==> config.mk <==
export PLATFORM = sky130hd
export DESIGN_NAME = sfpa_top
export DESIGN_NICKNAME = d
export VERILOG_FILES = /design/src/sfpa_top.v
export VERILOG_INCLUDE_DIRS = /design/src
export SDC_FILE = /design/constraint.sdc
export NUM_CORES = 1
export LEC_CHECK = 0
export BUFFER_PORTS_ARGS = -buffer_cell sky130_fd_sc_hd__buf_2
export CAP_MARGIN = 5
export CORE_MARGIN = 8
export CORE_UTILIZATION = 60
export CTS_CLUSTER_SIZE = 8
export DETAILED_ROUTE_END_ITERATION = 6
export GPL_ROUTABILITY_DRIVEN = 0
export GPL_TIMING_DRIVEN = 1
export PLACE_DENSITY = 0.8
export SYNTH_ARGS = -nofsm -noshare
export SYNTH_HDL_FRONTEND = slang
export SYNTH_SLANG_ARGS = --single-unit
==> constraint.sdc <==
create_clock -name clock -period 10.35 [get_ports clock]
set_input_delay 3.105 -clock clock [delete_from_list [all_inputs] [get_ports clock]]
set_output_delay 3.105 -clock clock [all_outputs]
set_load 0.01 [all_outputs]
==> src/sfpa_consts.vh <==
// constants for the serial flash protect and addressing front end
`ifndef SFPA_CONSTS_VH
`define SFPA_CONSTS_VH
// command opcodes
`define OP_WLSET    8'h06
`define OP_WLCLR    8'h04
`define OP_SR_RD    8'h05
`define OP_SR_WR    8'h01
`define OP_RD       8'h03
`define OP_RD4      8'h13
`define OP_PP       8'h02
`define OP_PP4      8'h12
`define OP_SE       8'h20
`define OP_SE4      8'h21
`define OP_BE       8'hD8
`define OP_BE4      8'hDC
`define OP_OTP_IN   8'hB1
`define OP_OTP_OUT  8'hC1
`define OP_SCUR_RD  8'h2B
`define OP_SCUR_WR  8'h2F
`define OP_WIDE_IN  8'hB7
`define OP_WIDE_OUT 8'hE9
`define OP_SEG_WR   8'hC5
`define OP_SEG_RD   8'hC8
// opcode classes
`define CL_BAD      3'h0
`define CL_CTRL     3'h1
`define CL_READ     3'h2
`define CL_PROG     3'h3
`define CL_ERASE    3'h4
`define CL_DATA     3'h5
`define CL_REG      3'h6
// kinds handed to the array back end
`define K_PROG      3'h0
`define K_SE        3'h1
`define K_BE        3'h2
`define K_STATUS    3'h3
// array organisation and protection
`define NUM_BLOCKS  10'h200
`define LAST_BLOCK  9'h1FF
`define PROT_ALL_LV 4'hA
`define SERIAL_END  9'h010
`define ALEN_SHORT  3'h3
`define ALEN_WIDE   3'h4
`endif

==> src/sfpa_top.v <==
// serial flash front end: framing, protection, secure area and addressing
//
// Notes on behaviour
// - bottom select, levels 1..9 protect lowest 2^(level-1) blocks; level 0 none.
// - levels 10..15 protect all 512 blocks regardless of select bit.
// - top select, levels 1..9 protect highest 2^(level-1) blocks from 511 down.
// - secure area programmed via enter command, normal program, exit command.
// - security register bit 0 reports the factory lock.
// - security register write command sets customer lock bit 1.
// - once locked, lock and secure contents never change again.
// - while secure-area mode is active, main array access is refused.
// - secure offsets 000..00F hold serial number; 010..1FF are customer area.
// - array spans 0..1FFFFFF; blocks 0 and 511 lock per 4KB sector.
// - invalid command drops to standby until next select fall; output high-z.
// - valid command keeps device active until next select rise.
// - sample input on clock rise, shift output on fall; modes 0 and 3.
// - read-type commands may end after any output bit.
// - write-type commands must end on a byte boundary or are rejected.
// - during busy, array accesses are ignored and do not disturb it.
// - wide-address enter sets the wide flag; then all addresses are 32 bit.
// - segment bit 0 picks the 128Mb half for 3-byte addresses.
// - dedicated 4-byte opcodes take 32 address bits without wide mode.
// - in wide mode the segment bit is ignored.
// - continuous read across segments leaves segment register unchanged.
// - write latch must be set before program, erase, status or lock writes are accepted; segment writes need none.
`default_nettype none
`include "sfpa_consts.vh"
module sfpa_top #(
  parameter ADDR_W = 25,
  parameter BUF_W  = 37
) (
  input  wire              clock,
  input  wire              rst_n,
  input  wire              cs_n_pin,
  input  wire              sclk_pin,
  input  wire              si_pin,
  input  wire [3:0]        protect_level_bits,
  input  wire              top_bottom_sel,
  input  wire              busy,
  input  wire              factory_lock,
  input  wire [7:0]        mem_rd_data,
  input  wire              cmd_ready,
  output reg               so,
  output reg               so_oe,
  output reg  [ADDR_W-1:0] mem_rd_addr,
  output reg               mem_rd_otp,
  output reg               cmd_valid,
  output reg  [2:0]        cmd_kind,
  output reg               cmd_otp,
  output reg  [ADDR_W-1:0] cmd_addr,
  output reg  [7:0]        cmd_data,
  output reg               cmd_rejected,
  output reg               write_enable_latch_flag,
  output reg               wide_address_flag,
  output reg               segment_select_reg,
  output reg               secure_area_active,
  output reg               customer_lock,
  output reg  [12:0]       lock_unit
);

localparam ST_IDLE = 3'h0;
localparam ST_OP   = 3'h1;
localparam ST_ADDR = 3'h2;
localparam ST_DIN  = 3'h3;
localparam ST_DONE = 3'h4;
localparam ST_OUT  = 3'h5;
localparam ST_IGN  = 3'h6;

////////////////////////////////////////////////////////////////////////////////
function [2:0] op_class;
  input [7:0] op;
  begin
    if (op == `OP_WLSET || op == `OP_WLCLR || op == `OP_OTP_IN || op == `OP_OTP_OUT ||
        op == `OP_SCUR_WR || op == `OP_WIDE_IN || op == `OP_WIDE_OUT)
      op_class = `CL_CTRL;
    else if (op == `OP_RD || op == `OP_RD4)
      op_class = `CL_READ;
    else if (op == `OP_PP || op == `OP_PP4)
      op_class = `CL_PROG;
    else if (op == `OP_SE || op == `OP_SE4 || op == `OP_BE || op == `OP_BE4)
      op_class = `CL_ERASE;
    else if (op == `OP_SR_WR || op == `OP_SEG_WR)
      op_class = `CL_DATA;
    else if (op == `OP_SR_RD || op == `OP_SCUR_RD || op == `OP_SEG_RD)
      op_class = `CL_REG;
    else
      op_class = `CL_BAD;
  end
endfunction

function is4b;
  input [7:0] op;
  begin
    is4b = op == `OP_RD4 || op == `OP_PP4 || op == `OP_SE4 || op == `OP_BE4;
  end
endfunction

function [ADDR_W-1:0] eff_addr;
  input [31:0] raw;
  input        four;
  input        seg;
  input        otp;
  begin
    if (otp)
      eff_addr = {16'h0000, raw[8:0]};
    else if (four)
      eff_addr = raw[ADDR_W-1:0];
    else
      eff_addr = {seg, raw[23:0]};
  end
endfunction

function prot;
  input [ADDR_W-1:0] a;
  input [3:0]        lv;
  input              tb;
  reg   [9:0]        blk;
  reg   [9:0]        n;
  begin
    blk = {1'b0, a[24:16]};
    n = 10'h001 << (lv - 4'h1);
    if (lv == 4'h0)
      prot = 1'b0;
    else if (lv >= `PROT_ALL_LV)
      prot = 1'b1;
    else if (tb)
      prot = blk < n;
    else
      prot = blk >= (`NUM_BLOCKS - n);
  end
endfunction

////////////////////////////////////////////////////////////////////////////////
reg              rst_m, rst_s;
reg              cs_m, cs_s, cs_d;
reg              ck_m, ck_s, ck_d;
reg              si_m, si_s;
reg [2:0]        state;
reg [2:0]        bitcnt;
reg [5:0]        byte_cnt;
reg [6:0]        shreg;
reg [7:0]        opcode;
reg [31:0]       addr_raw;
reg [7:0]        data_b;
reg [2:0]        alen;
reg [2:0]        obit;
reg [6:0]        out_sh;
reg              push_req;
reg [BUF_W-1:0]  push_ent;
reg              tail_v;
reg [BUF_W-1:0]  tail;
reg [7:0]        src;
reg [5:0]        need;

wire [7:0]        nb      = {shreg, si_s};
wire [2:0]        cls     = op_class(opcode);
wire              four    = alen == `ALEN_WIDE;
wire [ADDR_W-1:0] ea      = eff_addr(addr_raw, four, segment_select_reg, secure_area_active);
wire              ck_rise = ck_s & ~ck_d;
wire              ck_fall = ~ck_s & ck_d;
wire              cs_fall = ~cs_s & cs_d;
wire              cs_rise = cs_s & ~cs_d;
wire              room    = ~tail_v & ~push_req;
wire              pop     = cmd_valid & cmd_ready;
wire              otp_lck = factory_lock | customer_lock;
wire              wr_ok   = write_enable_latch_flag & ~busy & room;

////////////////////////////////////////////////////////////////////////////////
// reset release and pin synchronisers
always @(posedge clock or negedge rst_n) begin
  if (!rst_n) begin
    rst_m <= 1'b0;
    rst_s <= 1'b0;
  end else begin
    rst_m <= 1'b1;
    rst_s <= rst_m;
  end
end

always @(posedge clock or negedge rst_s) begin
  if (!rst_s) begin
    cs_m <= 1'b1;
    cs_s <= 1'b1;
    cs_d <= 1'b1;
    ck_m <= 1'b0;
    ck_s <= 1'b0;
    ck_d <= 1'b0;
    si_m <= 1'b0;
    si_s <= 1'b0;
  end else begin
    cs_m <= cs_n_pin;
    cs_s <= cs_m;
    cs_d <= cs_s;
    ck_m <= sclk_pin;
    ck_s <= ck_m;
    ck_d <= ck_s;
    si_m <= si_pin;
    si_s <= si_m;
  end
end

////////////////////////////////////////////////////////////////////////////////
// output byte source and exact frame length per class
always @* begin
  if (opcode == `OP_SR_RD)
    src = {2'b00, protect_level_bits, write_enable_latch_flag, busy};
  else if (opcode == `OP_SCUR_RD)
    src = {6'h00, customer_lock, factory_lock};
  else if (opcode == `OP_SEG_RD)
    src = {7'h00, segment_select_reg};
  else
    src = mem_rd_data;
  case (cls)
    `CL_CTRL:  need = 6'h01;
    `CL_ERASE: need = {3'h0, alen} + 6'h01;
    `CL_PROG:  need = {3'h0, alen} + 6'h02;
    `CL_DATA:  need = 6'h02;
    default:   need = 6'h00;
  endcase
end

////////////////////////////////////////////////////////////////////////////////
// command framing, control flags and commit
always @(posedge clock or negedge rst_s) begin
  if (!rst_s) begin
    state                   <= ST_IDLE;
    bitcnt                  <= 3'h0;
    byte_cnt                <= 6'h00;
    shreg                   <= 7'h00;
    opcode                  <= 8'h00;
    addr_raw                <= 32'h0000_0000;
    data_b                  <= 8'h00;
    alen                    <= `ALEN_SHORT;
    obit                    <= 3'h0;
    out_sh                  <= 7'h00;
    so                      <= 1'b0;
    so_oe                   <= 1'b0;
    mem_rd_addr             <= {ADDR_W{1'b0}};
    mem_rd_otp              <= 1'b0;
    cmd_rejected            <= 1'b0;
    write_enable_latch_flag <= 1'b0;
    wide_address_flag       <= 1'b0;
    segment_select_reg      <= 1'b0;
    secure_area_active      <= 1'b0;
    customer_lock           <= 1'b0;
    lock_unit               <= 13'h0000;
    push_req                <= 1'b0;
    push_ent                <= {BUF_W{1'b0}};
  end else begin
    push_req     <= 1'b0;
    cmd_rejected <= 1'b0;
    if (cs_fall) begin
      state    <= ST_OP;
      bitcnt   <= 3'h0;
      byte_cnt <= 6'h00;
      so_oe    <= 1'b0;
    end else if (cs_rise) begin
      state <= ST_IDLE;
      so_oe <= 1'b0;
      if (state == ST_DONE) begin
        if (bitcnt != 3'h0 || byte_cnt != need) begin
          cmd_rejected <= 1'b1;
        end else if (opcode == `OP_WLSET) begin
          write_enable_latch_flag <= 1'b1;
        end else if (opcode == `OP_WLCLR) begin
          write_enable_latch_flag <= 1'b0;
        end else if (opcode == `OP_OTP_IN) begin
          secure_area_active <= 1'b1;
        end else if (opcode == `OP_OTP_OUT) begin
          secure_area_active <= 1'b0;
        end else if (opcode == `OP_WIDE_IN) begin
          wide_address_flag <= 1'b1;
        end else if (opcode == `OP_WIDE_OUT) begin
          wide_address_flag <= 1'b0;
        end else if (opcode == `OP_SEG_WR) begin
          segment_select_reg <= data_b[0];
        end else if (opcode == `OP_SCUR_WR) begin
          if (write_enable_latch_flag && !busy) begin
            customer_lock           <= 1'b1;
            write_enable_latch_flag <= 1'b0;
          end else begin
            cmd_rejected <= 1'b1;
          end
        end else if (opcode == `OP_SR_WR) begin
          if (wr_ok) begin
            push_req                <= 1'b1;
            push_ent                <= {`K_STATUS, 1'b0, {ADDR_W{1'b0}}, data_b};
            write_enable_latch_flag <= 1'b0;
          end else begin
            cmd_rejected <= 1'b1;
          end
        end else if (cls == `CL_PROG) begin
          // secure area writes need an open lock and stay off the serial number
          if (wr_ok && (secure_area_active ? (!otp_lck && ea[8:0] >= `SERIAL_END)
                        : !prot(ea, protect_level_bits, top_bottom_sel))) begin
            push_req                <= 1'b1;
            push_ent                <= {`K_PROG, secure_area_active, ea, data_b};
            write_enable_latch_flag <= 1'b0;
            lock_unit               <= (ea[24:16] == 9'h000 || ea[24:16] == `LAST_BLOCK) ?
                                       ea[24:12] : {ea[24:16], 4'h0};
          end else begin
            cmd_rejected <= 1'b1;
          end
        end else if (cls == `CL_ERASE) begin
          if (wr_ok && !secure_area_active &&
              !prot(ea, protect_level_bits, top_bottom_sel)) begin
            push_req                <= 1'b1;
            push_ent                <= {(opcode == `OP_SE || opcode == `OP_SE4) ? `K_SE : `K_BE,
                                        1'b0, ea, 8'h00};
            write_enable_latch_flag <= 1'b0;
            lock_unit               <= (ea[24:16] == 9'h000 || ea[24:16] == `LAST_BLOCK) ?
                                       ea[24:12] : {ea[24:16], 4'h0};
          end else begin
            cmd_rejected <= 1'b1;
          end
        end
      end
    end else if (!cs_s && ck_rise && state != ST_OUT && state != ST_IGN && state != ST_IDLE) begin
      shreg  <= {shreg[5:0], si_s};
      bitcnt <= bitcnt + 3'h1;
      if (bitcnt == 3'h7) begin
        if (byte_cnt != 6'h3F)
          byte_cnt <= byte_cnt + 6'h01;
        if (state == ST_OP) begin
          opcode <= nb;
          alen   <= (wide_address_flag || is4b(nb)) ? `ALEN_WIDE : `ALEN_SHORT;
          obit   <= 3'h0;
          case (op_class(nb))
            `CL_BAD:  state <= ST_IGN;
            `CL_CTRL: state <= ST_DONE;
            `CL_DATA: state <= ST_DIN;
            `CL_REG:  state <= ST_OUT;
            default:  state <= ST_ADDR;
          endcase
        end else if (state == ST_ADDR) begin
          addr_raw <= {addr_raw[23:0], nb};
          if (byte_cnt == {3'h0, alen}) begin
            if (cls == `CL_READ) begin
              // a read while busy must not touch the array
              state       <= busy ? ST_IGN : ST_OUT;
              mem_rd_otp  <= secure_area_active;
              mem_rd_addr <= eff_addr({addr_raw[23:0], nb}, four, segment_select_reg,
                                      secure_area_active);
            end else begin
              state <= (cls == `CL_PROG) ? ST_DIN : ST_DONE;
            end
          end
        end else if (state == ST_DIN) begin
          data_b <= nb;
          state  <= ST_DONE;
        end
      end
    end else if (!cs_s && ck_fall && state == ST_OUT) begin
      so_oe <= 1'b1;
      obit  <= obit + 3'h1;
      if (obit == 3'h0) begin
        so     <= src[7];
        out_sh <= src[6:0];
        if (cls == `CL_READ) begin
          // wraps inside the secure area; the segment bit never follows a crossing
          if (mem_rd_otp)
            mem_rd_addr <= {16'h0000, mem_rd_addr[8:0] + 9'h001};
          else
            mem_rd_addr <= mem_rd_addr + {{(ADDR_W-1){1'b0}}, 1'b1};
        end
      end else begin
        so     <= out_sh[6];
        out_sh <= {out_sh[5:0], 1'b0};
      end
    end
  end
end

////////////////////////////////////////////////////////////////////////////////
// two-entry command buffer; a full buffer makes the commit reject
always @(posedge clock or negedge rst_s) begin
  if (!rst_s) begin
    cmd_valid <= 1'b0;
    cmd_kind  <= 3'h0;
    cmd_otp   <= 1'b0;
    cmd_addr  <= {ADDR_W{1'b0}};
    cmd_data  <= 8'h00;
    tail_v    <= 1'b0;
    tail      <= {BUF_W{1'b0}};
  end else if (pop) begin
    if (tail_v) begin
      {cmd_kind, cmd_otp, cmd_addr, cmd_data} <= tail;
      tail_v <= push_req;
      tail   <= push_ent;
    end else if (push_req) begin
      {cmd_kind, cmd_otp, cmd_addr, cmd_data} <= push_ent;
    end else begin
      cmd_valid <= 1'b0;
    end
  end else if (push_req) begin
    if (!cmd_valid) begin
      {cmd_kind, cmd_otp, cmd_addr, cmd_data} <= push_ent;
      cmd_valid <= 1'b1;
    end else begin
      tail   <= push_ent;
      tail_v <= 1'b1;
    end
  end
end

endmodule
`default_nettype wire

==> results.yml, run 1 <==
outcome:
  status: "complete, no violations"
cts:
  clock_latency_ns: 0.51
  numCtsBuffers: 35
  ctsHtreeMaxLevel: 2
  cts_root_buf: "clkbuf_16"
  cts.path.max_buffers: 3
  cts_tree: "done"
  cts.clk_slew.worst_paths_ns: 0.05
  ctsHoldBuffers: 0
  cts.repair.resized: 0
  post_cts_buffers: 0
  cts.sinks: 240
route:
  num_vias: 9645
  drc: 0
  drt_pass1_iterations: 5
  viasPerCell: 6.09
  ant_nets: 0
  routed_wl_microns: 28900
  avgRoutedWirePerCell_microns: 18.2
  drtIter0Drc: 741
yosys:
  yosysUniqueCellTypes: 75
  synth_top_family_by_area: "simple AND/OR/NAND/NOR gates"
  synth_seq_cells: 240
  synth_top_cell_area_share_pct: 48.7
  syn_inst: 1225
  syn_area_sq_mm: 0.0121
  async_flop_share_pct: 100
  synth_nets: 1275
  synth-edff-count: 0
  synth_compound_gate_area_share_pct: 13.3
  synth_mux_area_share_pct: 12.5
  synthAdderAreaFrac_pct: 2.99
  yosys_most_used_dff: "dfrtp_1"
  syn_avg_cell_area_sq_um: 9.90
  synth.area.top_cells: "dfrtp_1, mux2_2, o21ai_0"
  yosys.area.top_type: "dfrtp_1"
  ys_seq_area_share_pct: 49.6
  synth_xor_xnor_area_share_pct: 0.506
  yosys_warnings: 0
  yosys.area_share.simple_pct: 17.8
global_route:
  antenna_found_initial: 1
  grt_overflow: 0
  grt_start_max_net_pins: 88
  grt_pass1_wl_microns: 47500
  grt_pass1_vias: 9395
  grt_usage_pct: 23.4
layout:
  n_antenna_cell: 0
  drive_gt1_share_pct: 20.8
  reg_top3: "push_ent: 36 flops, tail: 36 flops"
  nets: 1354
  area_growth_pct: 13.3
sta:
  period_minus_slack_ns: 6.19
  period_share_pct: 59.8
  finClkSkew_ns: 0.0128
  slew_viol_final: 0
  final.setup.worst_slack_ns: 4.16
  maxSlewHeadroom_pct: 26.5
  setup_viol: 0
  fmax_ghz: 0.162
  rsz0062_at_grt: "false"
  tightest_slew_ns: 1.10
  fin_tns_setup_ns: 0
  finalHoldViolCount: 0
hold_path:
  worstHoldPathType: "flip-flop to asynchronous set/reset pin"
critical_path:
  worstPathRequired_ns: 10.73
  path_class: "input pin to flip-flop"
  crit_path_end_kind: "flip-flop"
  crit_path_max_fanout: 17
  crit_arrival_ns: 6.57
  startpoint_type: "input pin"
place:
  place_hpwl_microns: 19600
  place_ws_ns: 3.71
  port_buffers: 104
floorplan:
  start_util_pct: 60.5
  core_area_sq_mm: 0.0200
  die_h_microns: 158
  rows: 52
  ios: 106
  die_area_sq_mm: 0.0250
  die_x_microns: 158
power:
  max-vdd-ir-drop_mv: 0.168
  cellLeakagePower_nw: 6.81
  powerDensity_mw_per_mm2: 162
run:
  drv_cap: 0
-- logic make-up (layout without fill, tap and decap cells) --
family | after synthesis | after routing
adder cells (fa/ha/maj) | 29 | 29
XOR/XNOR | 7 | 7
AO/OA/AOI/OAI | 276 | 276
multiplexers | 138 | 138
other | 2 | 2
buffers and inverters | 101 | 191
AND/OR/NAND/NOR | 432 | 432
flip-flops | 240 | 240
-- critical path, stage by stage --
cell	delay [ns]
buf_2	0.15
nor2_1	0.25
nand2_1	0.13
ha_1	0.29
o21ai_0	0.10
o21ai_0	0.11
ha_1	0.30
a211oi_1	0.23
o211ai_1	0.13
a21oi_1	0.14
a21oi_1	0.07
a21oi_1	0.22
nor2_1	0.11
nor4_4	0.81
mux2_2	0.42
-- cells in the mapped netlist (12+ instances only) --
| cell | count |
|---|---|
| inv_1 | 27 |
| dfrtp_1 | 236 |
| nor3_1 | 36 |
| nor2b_1 | 23 |
| clkbuf_1 | 64 |
| nand3_1 | 43 |
| a31oi_1 | 16 |
| nand2b_1 | 16 |
| mux2_2 | 95 |
| and3_1 | 13 |
| nand2_1 | 174 |
| o21ai_0 | 131 |
| nor2_1 | 55 |
| mux2i_1 | 39 |
| a21oi_1 | 67 |
| ha_1 | 29 |
| or3_1 | 12 |
-- where the power goes --
part | total, W | internal, W | switching [W]
sequential | 0.00104 | 0.000980 | 0.0000610
combinational | 0.000176 | 0.0000744 | 0.000102
clock | 0.00100 | 0.000613 | 0.000391
-- metal layers --
metal	vias up	track usage, %	share of wire, %
met3	84	3.99	6.2
met2	320	37.8	48
met4	2	9.92	3.4
li1	4521	-	-
met1	4718	30.8	43
met5	-	0	0.035
-- area by class of cell --
cell class                 count  area (sq um)
timing repair buffer         116           611
clock inverter                 2          28.8
inverter                      27           101
tap                          270           338
clock buffer                  46           917
sequential                   240          6010
multi-input combinational    884          5730
fill                        1551          6300
-- metrics by stage --
step | std cells | util (%) | power [W] | hold WS (ns) | instance area (sq um)
CTS | 1585 | 68.6 | 0.00224 | 0.274 | 13700
global route | 1585 | 68.6 | 0.00231 | 0.298 | 13700
finish | 1585 | 68.6 | 0.00222 | 0.259 | 13700
global placement | 1537 | 63.8 | 0.00122 | 0.272 | 12800
floorplan | 1225 | - | 0.00118 | 0.331 | 12100
detailed placement | 1537 | 63.8 | 0.00123 | 0.274 | 12800
-- cells in the final DEF, fill, tap and decap left out, drive strengths merged, types with 12 or more instances in the layout --
cell type,netlist,routed
dfrtp,236,236
nand2,174,174
o21ai,132,132
buf,9,116
mux2,99,99
a21oi,67,67
nor2,55,55
clkbuf,65,46
nand3,43,43
mux2i,39,39
nor3,36,36
ha,29,29
inv,27,29
nor2b,23,23
nand2b,16,16
a31oi,16,16
and3,13,13
or3,12,12
-- path summary, 6_finish.rpt --
kind	start	to	slack [ns]	depth (start not counted)
min reg2reg	rst_s	push_ent[11]	0.26	0
min in group clock	cs_m	cs_s	0.35	0
max reg2reg	opcode[4]	lock_unit[2]	5.84	7
max	protect_level_bits[3]	lock_unit[2]	4.16	15
min	rst_s	push_ent[11]	0.26	0
max in group asynchronous	rst_n	rst_s	7.87	1
Power figures use the tool's default switching activity.
==> run 2, diff against run 1 <==
--- a/config.mk
+++ b/config.mk
@@ -9,12 +9,12 @@
 export BUFFER_PORTS_ARGS = -buffer_cell sky130_fd_sc_hd__buf_2
 export CAP_MARGIN = 5
 export CORE_MARGIN = 8
-export CORE_UTILIZATION = 60
+export CORE_UTILIZATION = 54
 export CTS_CLUSTER_SIZE = 8
 export DETAILED_ROUTE_END_ITERATION = 6
 export GPL_ROUTABILITY_DRIVEN = 0
 export GPL_TIMING_DRIVEN = 1
-export PLACE_DENSITY = 0.8
+export PLACE_DENSITY = 0.76
 export SYNTH_ARGS = -nofsm -noshare
 export SYNTH_HDL_FRONTEND = slang
 export SYNTH_SLANG_ARGS = --single-unit
==> constraint.sdc (replaced) <==
create_clock -name clock -period 5.3 [get_ports clock]
set_input_delay 1.59 -clock clock [delete_from_list [all_inputs] [get_ports clock]]
set_output_delay 1.59 -clock clock [all_outputs]
set_load 0.01 [all_outputs]
==> run 2 against run 1 <==
Net effect: routed wire length down 1.8%; power up 94%; worst hold slack worse by 0.082 ns; critical path depth unchanged; flip-flop and latch count unchanged; clock power up 93%; core utilization down 7.1 points; clock skew up 0.0054 ns; largest cell class unchanged.
==> results.yml, run 2 (synthesis gave the netlist of run 1 again) <==
outcome:
  status: "complete, no violations"
layout:
  fin_util_pct: 61.5
  drive_gt1_share_pct: 20.9
  area_growth_pct: 13.4
  nets: 1355
  finish.instance_area_sq_mm: 0.0138
  fill_cells: 1837
  n_antenna_cell: 0
  multi_input_area_sq_mm: 0.00573
  reg_top3: "push_ent: 36 flops, tail: 36 flops"
  ff_latch_area_sq_mm: 0.00601
  final_cell_mix: "dfrtp_1, nand2_1, o21ai_0"
  final_common_cell: "dfrtp_1"
cts:
  clock_latency_ns: 0.50
  cts.repair.resized: 0
  post_cts_buffers: 0
  cts_root_buf: "clkbuf_16"
  ctsHoldBuffers: 0
  cts.path.max_buffers: 3
  cts.sinks: 240
  cts_tree: "done"
  cts.clk_slew.worst_paths_ns: 0.05
  numCtsBuffers: 35
  ctsHtreeMaxLevel: 2
route:
  num_vias: 9381
  wl_met2_microns: 13400
  wl_met1_microns: 12800
  drtIter0Drc: 839
  wl_met3_microns: 1540
  routed_wl_microns: 28400
  top_layer_used: "met5"
  ant_nets: 0
  drc: 0
  viasPerCell: 5.88
  drt_pass1_iterations: 5
  avgRoutedWirePerCell_microns: 17.8
critical_path:
  path_class: "input pin to flip-flop"
  critical_path_buf_inv_count: 2
  reg2reg_to: "lock_unit[2]"
  r2r-start: "opcode[4]"
  worstPathRequired_ns: 5.68
  critPathTopFamily: "compound AO/OA/AOI/OAI gates"
  r2r_cells: 8
  crit_arrival_ns: 4.74
  crit_path_end_kind: "flip-flop"
  slowest_delay_ns: 0.37
  critPathSlowestCell: "a211o_1"
  path_cells: "buf_2 -> nor2_1 -> nand2_1 -> ha_1 -> o21ai_0 -> o21ai_0 -> ha_1 -> a211oi_1 -> o211ai_1 -> a21oi_1 -> a21oi_1 -> a211o_1 -> a211o_1 -> buf_4 -> a22o_1"
  startpoint_type: "input pin"
  crit_path_max_fanout: 45
  r2r_setup_slack_ns: 1.23
power:
  max-vdd-ir-drop_mv: 0.202
  power_w: 0.00430
  powerDensity_mw_per_mm2: 313
  cellLeakagePower_nw: 6.81
floorplan:
  ios: 106
  die_h_microns: 166
  start_util_pct: 54.2
  die_area_sq_mm: 0.0275
  rows: 55
  core_area_sq_mm: 0.0224
  die_x_microns: 166
place:
  placed_cell_area_sq_mm: 0.0128
  place_hpwl_microns: 19600
  port_buffers: 104
sta:
  finalHoldViolCount: 0
  rsz0062_at_grt: "false"
  fmax_ghz: 0.229
  tightest_slew_ns: 1.09
  setup_viol: 0
  period_minus_slack_ns: 4.36
  maxSlewHeadroom_pct: 26.9
  slew_viol_final: 0
  finClkSkew_ns: 0.0183
  period_share_pct: 82.3
  fin_tns_setup_ns: 0
global_route:
  grt_pass1_vias: 8966
  grt_usage_pct: 20.4
  grt_start_max_net_pins: 152
  antenna_found_initial: 1
  grt_overflow: 0
  grt_pass1_wl_microns: 47100
hold_path:
  worstHoldPathType: "flip-flop to asynchronous set/reset pin"
run:
  drv_cap: 0
run 2: changes by cell type in the layout (fill, tap and decap cells not counted), sizes merged:
cell / change
buf: +1
clkbuf: -6
run 2: cell type report:
class                   instances  area share, %
repair buffers                117           4.59
clock inverters                 2          0.209
flip-flops and latches        240           43.7
multi-input cells             884           41.6
clock buffers                  40           6.50
inverters                      27          0.737
well taps                     285           2.59
run 2: per-layer routing:
| metal | up-vias | track usage [%] |
|---|---|---|
| li1 | 4509 | - |
| met4 | 2 | 6.48 |
| met5 | - | 0 |
| met1 | 4581 | 27.2 |
| met3 | 47 | 4.14 |
| met2 | 242 | 32.8 |
run 2: how the worst max path moves through the flow:
stage                     startpoint      endpoint  slack (ns)  cells past startpoint
5_1_grt        protect_level_bits[3]  push_ent[25]        0.75                     15
3_5_place_dp   protect_level_bits[3]  push_ent[32]        0.48                     15
4_1_cts        protect_level_bits[3]  push_ent[25]        0.97                     15
2_1_floorplan  protect_level_bits[0]  lock_unit[8]        0.70                     16
6_report       protect_level_bits[3]  push_ent[25]        0.94                     15
3_3_place_gp   protect_level_bits[3]  push_ent[29]        0.58                     15
run 2: per-stage QoR:
step / cells / worst slack [ns] / hold WS, ns
finish: 1595 / 0.939 / 0.176
global route: 1595 / 0.752 / 0.196
CTS: 1595 / 0.972 / 0.184
detailed placement: 1553 / 0.478 / 0.177
global placement: 1553 / 0.577 / 0.171
floorplan: 1225 / 0.701 / 0.331
run 2: power by group:
group          total, W  internal, W  switching, W  leakage (nW)
clock network   0.00193      0.00118      0.000747         0.452
logic          0.000343     0.000145      0.000198          3.14
registers       0.00203      0.00191      0.000117          3.22
total           0.00430      0.00324       0.00106          6.81
run 2: worst reg2reg max path: cells and delay by family, from the launching register on:
family	cells	cell delay, ns
simple gates	4	2.34
flops	1	0.57
compound gates	2	0.43
mux	1	0.37
buf+inv	1	0.28
